<file path="src/inc/qpf_pkg.sv">
// shared constants and types of the quad phase fetch pipeline
package qpf_pkg;
    localparam int          PC_W        = 13;
    localparam int          WORD_W      = 14;
    localparam logic [12:0] RESET_VEC   = 13'h0000;
    localparam logic [12:0] IRQ_VEC     = 13'h0004;
    localparam logic [12:0] TOP_2K      = 13'h07FF;
    localparam logic [12:0] TOP_4K      = 13'h0FFF;
    localparam logic [12:0] TOP_8K      = 13'h1FFF;
    localparam logic [1:0]  SIZE_2K     = 2'h0;
    localparam logic [1:0]  SIZE_4K     = 2'h1;
    localparam logic [1:0]  SIZE_8K     = 2'h2;
    localparam logic [13:0] NOP_WORD    = 14'h0000;
    localparam int          PHASES      = 4;
    // phase order gray coded: one bit changes per oscillator edge
    typedef enum logic [1:0] {
        QPF_PH1 = 2'b00,
        QPF_PH2 = 2'b01,
        QPF_PH3 = 2'b11,
        QPF_PH4 = 2'b10
    } qpf_phase_e;
endpackage : qpf_pkg

</file>
<file path="src/qpf_core.sv">
// fetch and execute pipeline sequencer with four phase instruction cycle
`timescale 1ns/1ps
module qpf_core (
    // clock and reset
    input  wire logic        clk_in,
    input  wire logic        srst_in,
    // variant size select, 0 2K, 1 4K, 2 8K
    input  wire logic [1:0]  mem_size_in,
    // program memory
    input  wire logic [13:0] prog_data_in,
    output logic [12:0]      prog_addr_out,
    // branch and interrupt requests from the execute unit
    input  wire logic        branch_in,
    input  wire logic [12:0] branch_target_in,
    input  wire logic        irq_in,
    // phase clocks
    output logic             phase_one_clock_out,
    output logic             phase_two_clock_out,
    output logic             phase_three_clock_out,
    output logic             phase_four_clock_out,
    // execute stage
    output logic [13:0]      instruction_latch_out,
    output logic             exec_valid_out,
    output logic             data_read_out,
    output logic             data_write_out,
    output logic [12:0]      program_counter_out
);
    ////////////////////////////////////////////////////////////////////
    typedef struct packed {
        logic [12:0] pc;
        logic [12:0] addr;
        logic [13:0] fetched;
        logic        fetched_ok;
        logic [13:0] latch;
        logic        exec_ok;
        logic        flush;
        logic        rd;
        logic        wr;
        logic [3:0]  ph;
    } qpf_core_s;

    qpf_core_s  st;
    qpf_core_s  next_st;
    logic [3:0] phase;
    logic [12:0] top;

    qpf_phase_gen u_phase (
        .clk_in    (clk_in),
        .srst_in   (srst_in),
        .phase_out (phase)
    );

    ////////////////////////////////////////////////////////////////////
    always_comb begin
        case (mem_size_in)
            qpf_pkg::SIZE_2K: top = qpf_pkg::TOP_2K;
            qpf_pkg::SIZE_4K: top = qpf_pkg::TOP_4K;
            default:          top = qpf_pkg::TOP_8K;
        endcase
    end

    always_comb begin
        next_st = st;
        next_st.ph = phase;
        // phase strobes issued one edge after the phase generator
        next_st.rd = phase[1] && st.exec_ok;
        next_st.wr = phase[3] && st.exec_ok;
        if (phase[0]) begin
            // fetch cycle opens: advance counter
            next_st.addr = st.pc & top;
            next_st.pc   = st.pc + 13'h0001;
            // execute cycle opens: latch previous fetch
            next_st.latch   = st.fetched;
            next_st.exec_ok = st.fetched_ok && !st.flush;
            next_st.flush   = 1'b0;
        end
        if (phase[3]) begin
            next_st.fetched    = prog_data_in;
            next_st.fetched_ok = 1'b1;
            // a taken change of flow discards this fetch
            if (st.exec_ok && irq_in) begin
                next_st.pc    = qpf_pkg::IRQ_VEC;
                next_st.flush = 1'b1;
            end else if (st.exec_ok && branch_in) begin
                next_st.pc    = branch_target_in;
                next_st.flush = 1'b1;
            end
        end
        if (srst_in) begin
            next_st.pc         = qpf_pkg::RESET_VEC;
            next_st.addr       = qpf_pkg::RESET_VEC;
            next_st.fetched    = qpf_pkg::NOP_WORD;
            next_st.fetched_ok = 1'b0;
            next_st.latch      = qpf_pkg::NOP_WORD;
            next_st.exec_ok    = 1'b0;
            next_st.flush      = 1'b0;
            next_st.rd         = 1'b0;
            next_st.wr         = 1'b0;
            next_st.ph         = 4'h0;
        end
    end

    always_ff @(posedge clk_in) begin
        st <= next_st;
    end

    ////////////////////////////////////////////////////////////////////
    assign prog_addr_out         = st.addr;
    assign phase_one_clock_out   = st.ph[0];
    assign phase_two_clock_out   = st.ph[1];
    assign phase_three_clock_out = st.ph[2];
    assign phase_four_clock_out  = st.ph[3];
    assign instruction_latch_out = st.latch;
    assign exec_valid_out        = st.exec_ok;
    assign data_read_out         = st.rd;
    assign data_write_out        = st.wr;
    assign program_counter_out   = st.pc;

    ////////////////////////////////////////////////////////////////////
    property p_pc_inc;
        @(posedge clk_in) disable iff (srst_in)
            // at the release edge the state is still the reset one
            (!srst_in && phase[0]) |=> st.pc == $past(st.pc) + 13'h0001;
    endproperty
    a_pc_inc: assert property (p_pc_inc)
        else $error("counter not advanced in phase one");

    property p_fetch_cap;
        @(posedge clk_in) disable iff (srst_in)
            phase[3] |=> st.fetched == $past(prog_data_in);
    endproperty
    a_fetch_cap: assert property (p_fetch_cap)
        else $error("fetch not captured in phase four");

    property p_latch;
        @(posedge clk_in) disable iff (srst_in)
            phase[0] |=> st.latch == $past(st.fetched);
    endproperty
    a_latch: assert property (p_latch)
        else $error("instruction latch not loaded");

    property p_rd_wr;
        @(posedge clk_in) disable iff (srst_in)
            data_read_out |-> ##2 (data_write_out && phase_four_clock_out);
    endproperty
    a_rd_wr: assert property (p_rd_wr)
        else $error("write not two phases after read");

    property p_steady;
        @(posedge clk_in) disable iff (srst_in)
            (phase[0] && st.fetched_ok && !st.flush && !st.exec_ok)
            |=> st.exec_ok;
    endproperty
    a_steady: assert property (p_steady)
        else $error("pipeline did not issue");

    property p_flush;
        @(posedge clk_in) disable iff (srst_in)
            (phase[0] && st.flush) |=> !st.exec_ok;
    endproperty
    a_flush: assert property (p_flush)
        else $error("flushed word executed");

    property p_wrap;
        @(posedge clk_in) disable iff (srst_in)
            prog_addr_out <= top || $changed(mem_size_in);
    endproperty
    a_wrap: assert property (p_wrap)
        else $error("address beyond implemented memory");

    property p_irq_vec;
        @(posedge clk_in) disable iff (srst_in)
            (phase[3] && st.exec_ok && irq_in)
            |=> st.pc == qpf_pkg::IRQ_VEC;
    endproperty
    a_irq_vec: assert property (p_irq_vec)
        else $error("interrupt vector wrong");

    property p_first;
        @(posedge clk_in) $fell(srst_in) |-> !st.exec_ok [*5];
    endproperty
    a_first: assert property (p_first)
        else $error("executed during first cycle");

    property p_pc8;
        @(posedge clk_in) disable iff (srst_in)
            (phase[0] && st.pc == 13'h1FFF) |=> st.pc == 13'h0000;
    endproperty
    a_pc8: assert property (p_pc8)
        else $error("counter not thirteen bits");

    property p_strobe_phase;
        @(posedge clk_in) disable iff (srst_in)
            (data_read_out |-> phase_two_clock_out)
            and (data_write_out |-> phase_four_clock_out);
    endproperty
    a_strobe_phase: assert property (p_strobe_phase)
        else $error("data strobe outside its phase");

    property p_branch_tgt;
        @(posedge clk_in) disable iff (srst_in)
            (phase[3] && st.exec_ok && branch_in && !irq_in)
            |=> st.pc == $past(branch_target_in);
    endproperty
    a_branch_tgt: assert property (p_branch_tgt)
        else $error("branch target not loaded");

    property p_reset_vec;
        @(posedge clk_in)
            $fell(srst_in) |=> prog_addr_out == qpf_pkg::RESET_VEC;
    endproperty
    a_reset_vec: assert property (p_reset_vec)
        else $error("first fetch not from reset vector");

    c_exec:   cover property (@(posedge clk_in) st.exec_ok && st.wr);
    c_branch: cover property (@(posedge clk_in) st.flush && phase[0]);
    c_irq:    cover property (@(posedge clk_in) st.pc == 13'h0004);
    c_wrap:   cover property (@(posedge clk_in)
                  st.addr == 13'h07FF && mem_size_in == 2'h0);
endmodule : qpf_core

</file>
<file path="src/qpf_phase_gen.sv">
// four phase generator dividing the oscillator clock by four
`timescale 1ns/1ps
module qpf_phase_gen (
    // clock and reset
    input  wire logic        clk_in,
    input  wire logic        srst_in,
    // phase clocks, one hot
    output logic [3:0]       phase_out
);
    typedef struct packed {
        qpf_pkg::qpf_phase_e ph;
        logic [3:0]          oh;
    } qpf_pg_s;

    qpf_pg_s st;
    qpf_pg_s next_st;

    always_comb begin
        next_st = st;
        case (st.ph)
            qpf_pkg::QPF_PH1: next_st.ph = qpf_pkg::QPF_PH2;
            qpf_pkg::QPF_PH2: next_st.ph = qpf_pkg::QPF_PH3;
            qpf_pkg::QPF_PH3: next_st.ph = qpf_pkg::QPF_PH4;
            qpf_pkg::QPF_PH4: next_st.ph = qpf_pkg::QPF_PH1;
            default:          next_st.ph = qpf_pkg::QPF_PH1;
        endcase
        // exactly one phase per edge, so phases never overlap
        case (next_st.ph)
            qpf_pkg::QPF_PH1: next_st.oh = 4'h1;
            qpf_pkg::QPF_PH2: next_st.oh = 4'h2;
            qpf_pkg::QPF_PH3: next_st.oh = 4'h4;
            default:          next_st.oh = 4'h8;
        endcase
        if (srst_in) begin
            next_st.ph = qpf_pkg::QPF_PH1;
            next_st.oh = 4'h1;
        end
    end

    always_ff @(posedge clk_in) begin
        st <= next_st;
    end

    assign phase_out = st.oh;

    property p_phase_onehot;
        @(posedge clk_in) disable iff (srst_in) $onehot(st.oh);
    endproperty
    a_phase_onehot: assert property (p_phase_onehot)
        else $error("phase clocks overlap");

    property p_phase_period;
        @(posedge clk_in) disable iff (srst_in)
            // sampled reset keeps the release edge out of the antecedent
            (!srst_in && st.oh[0]) |=> !st.oh[0] [*3] ##1 st.oh[0];
    endproperty
    a_phase_period: assert property (p_phase_period)
        else $error("phase one not every fourth edge");
endmodule : qpf_phase_gen
</file>
<file path="config.mk">
export PLATFORM = sky130hd
export DESIGN_NAME = qpf_core
export DESIGN_NICKNAME = d
export VERILOG_FILES = /design/src/inc/qpf_pkg.sv /design/src/qpf_core.sv /design/src/qpf_phase_gen.sv
export SDC_FILE = /design/constraint.sdc
export NUM_CORES = 1
export LEC_CHECK = 0
export BUFFER_PORTS_ARGS = -buffer_cell sky130_fd_sc_hd__buf_2
export CAP_MARGIN = 20
export CELL_PAD_IN_SITES_DETAIL_PLACEMENT = 1
export CELL_PAD_IN_SITES_GLOBAL_PLACEMENT = 2
export CORE_ASPECT_RATIO = 0.6
export CORE_MARGIN = 2
export CORE_UTILIZATION = 28
export DETAILED_ROUTE_END_ITERATION = 10
export PLACE_DENSITY_LB_ADDON = 0.1
export REMOVE_ABC_BUFFERS = 1
export SETUP_SLACK_MARGIN = 0.3
export SLEW_MARGIN = 20
export SYNTH_ARGS = -nofsm -noshare
export SYNTH_HDL_FRONTEND = slang
export SYNTH_HIERARCHICAL = 1
export SYNTH_SLANG_ARGS = --single-unit
</file>
<file path="constraint.sdc">
create_clock -name clk_in -period 1.4 [get_ports clk_in]
set_input_delay 0.14 -clock clk_in [delete_from_list [all_inputs] [get_ports clk_in]]
set_output_delay 0.14 -clock clk_in [all_outputs]
set_load 0.1 [all_outputs]
</file>
==> impl_results.md <==
* Outcome: completed
* Worst reg-to-reg path cell count at 6
* Worst Setup End Kind: flip-flop
* Largest net degree at the start of global routing at 24
* First-pass iteration count of the detailed router at 4
* Crit start category: flip-flop
* Initial antenna violation count at 0
* Final GP Congestion at roughly 0.72
* Final Total Pwr at 0.00491 W
* Gr ovfl total at 0
* Normalized max-slew margin at 0.802
* WP data required at 1.61 ns
* Post-synth EDFFs at 0
* Clock buffer depth at 2
* Final WS setup at 0.163 ns
* Synth async-reset ratio at 0
* Register Area at 1420 sq um
* Nets at around 400
* CTS root buffer: clkbuf_16
* Io pins at 80
* Arr. time, crit path at around 1.4 ns
* Die Y at approximately 83 um
* Achievable frequency at 808 MHz
* Multi-input logic area at ~1200 sq um
* Estimated wirelength of the detail-placed design at approximately 5000 um
* CP max stage delay at ~0.38 ns
* Cell taking the most area after synthesis: dfxtp_1
* WP depth at 6
* Hold Vio Cnt, Final at 0
* GRT Util Overall at 0.140
* Peak VDD IR at 0.610 mV
* Slowest cell on the critical path: dfxtp_4
* Layout Utilization at 0.434
* Final worst path period need at 1.24 ns
* Via density at 4.27
* Leak Pwr at about 1.9 nW
* Synthesis-to-layout area growth at 49.1%
* CP Max Fanout at 3
* 1st-iter DRT viols at 73
* Synth warn at 6
* Port Buffers at 79
* Most common cell after layout, fill and taps aside: dfxtp_1
* HP Class: input pin to flip-flop
* Power density over the cells at 1130 nW/um^2
* Placed insts at 475
* Slew Limit Fails at 0
* RSZ-0062 raised after global routing: true
* Least-Margin Pin Slew at just under 0.3 ns
* Most frequent cells in the layout: 52 x dfxtp_1, 47 x nor2_1, 39 x mux2i_1
* # clock sinks at 69
* CTS tree: yes
* Proportion of layout cells with a drive suffix above 1 at 0.462
* Via Count at around 2200
* Final period util at 0.884
* Chip Width at about 140 um
* CP cell instances: ha_4 > buf_6 > nand4_1 > xnor2_1 > a22oi_1 > nor2_1
* Vias in the first global route at 2265
* Worst slack at placement at -0.00983 ns
* Post-Route Setup TNS at 0 ns
* Total wire length at 7530 um
* Number of diodes at 0
* Die area at 11200 sq um
* Detail Route Antenna Nets at 0
* Skew-Pair Late Insertion Delay at approximately 0.32 ns
* Yosys reg bits at 69
* Critical path type: flip-flop to flip-flop
* Non-filler cells in the finished layout at 505
* Cell row count at 28
* CTS buffer count at 9
* Largest cells by area after synthesis: dfxtp_1 48%, mux2i_1 13%, buf_4 12%, nor2_1 6.3%, xnor2_1 3.0%
* Layout Skew at 0.00355 ns
* Post-synth top flop: dfxtp_1
* Sequential share of the synthesized area at 0.475
* Post-synthesis area per instance at 9.85 sq um
* Top cell type's share of synthesized area at 0.475
* First-pass GRT wire length at 12100 um
* Synth Instances at between 200 and 300
* Initial core utilization at 0.291
* Number of max-cap violations at 0
* Area of the mapped netlist at 2910 sq um
* Setup-failing EPs final at 0
* # DRC at 0
* Crit path buffers/inverters at 1
* Average wire per standard cell at 14.9 um
* Synth cell types at 32
* Core Region at 9980 sq um
* Filler cells at roughly 1100
* H-tree levels at 3
* Top delay family on crit path: flip-flops
* Hold-critical path depth at 3
* CTS clock-pin slew for the worst setup and hold paths at 0.05 ns
registers in the layout (all words and copies together), names as in the netlist, 2 cells and up:
name / cells
u_phase/st: 2
u_phase/phase_out: 4
program_counter_out: 13
st: 16
prog_addr_out: 13
instruction_latch_out: 14
logic make-up after synthesis:
family | count (synthesis) | share of synthesized area
flip-flops | 69 | 0.475
buffers and inverters | 60 | 0.139
AO/OA/AOI/OAI | 21 | 0.0469
adder cells (fa/ha/maj) | 1 | 0.00430
multiplexers | 40 | 0.138
XOR/XNOR | 11 | 0.0331
AND/OR/NAND/NOR | 93 | 0.164
path summary, 6_finish.rpt:
check                                    start                           endpoint  slack [ns]
max          program_counter_out[1]$_SDFF_PP0_  program_counter_out[4]$_SDFF_PP0_        0.16
min                        branch_target_in[9]  program_counter_out[9]$_SDFF_PP0_        0.02
max reg2reg  program_counter_out[1]$_SDFF_PP0_  program_counter_out[4]$_SDFF_PP0_        0.16
min reg2reg    u_phase/phase_out[2]$_SDFF_PP0_   phase_three_clock_out$_SDFF_PP0_        0.44
where the power goes:
group / internal (W) / switching [W] / total (W) / leakage, nW
combinational: 0.000227 / 0.000309 / 0.000537 / 1.18
clock: 0.00152 / 0.000817 / 0.00234 / 0.152
sequential: 0.00200 / 0.0000363 / 0.00203 / 0.569
cell type report:
class,instances,area share
sequential,69,0.328
multi-input combinational,166,0.288
timing repair buffer,115,0.269
clock buffer,13,0.0624
tap,135,0.0390
clock inverter,3,0.00982
inverter,4,0.00347
through the flow:
step           hold slack (ns)  area [sq um]
6_report                0.0194          4330
5_1_grt                 0.0194          4330
4_1_cts                0.00528          4210
3_5_place_dp             0.348          3370
3_3_place_gp             0.340          3370
2_1_floorplan            0.207          2520
repair_timing:
item | in CTS | in global routing
resized for setup | 133 | 18
hold buffers | 0 | 0
setup buffers | 11 | 1
cloned | 0 | 2
pin swaps | 11 | 12
endpoints found under the setup margin | 74 | 57
cells in the mapped netlist, types with 3 or more instances:
library cell / number
dfxtp_1: 69
nor2_1: 49
buf_4: 46
mux2i_1: 39
nand2_1: 13
xnor2_1: 10
clkbuf_1: 6
nand2b_1: 6
nor3_1: 6
o21ai_1: 5
a21oi_1: 4
a22oi_1: 4
buf_2: 4
inv_1: 4
nor2b_1: 4
nand3_1: 3
nor4_2: 3
worst min-delay path: stages:
cell and delay (ns):
buf_2 0.08, nand2_1 0.04, o21ai_1 0.05
per-layer routing:
layer / GRT usage / share of wire / wire [um] / up-vias
met5: 0 / 0 / 0 / -
met4: 0.0426 / 0.010 / 79 / 0
met3: 0.0476 / 0.056 / 420 / 6
met2: 0.207 / 0.44 / 3310 / 52
met1: 0.193 / 0.49 / 3720 / 1022
li1: - / - / - / 1075
Power figures use the tool's default switching activity.
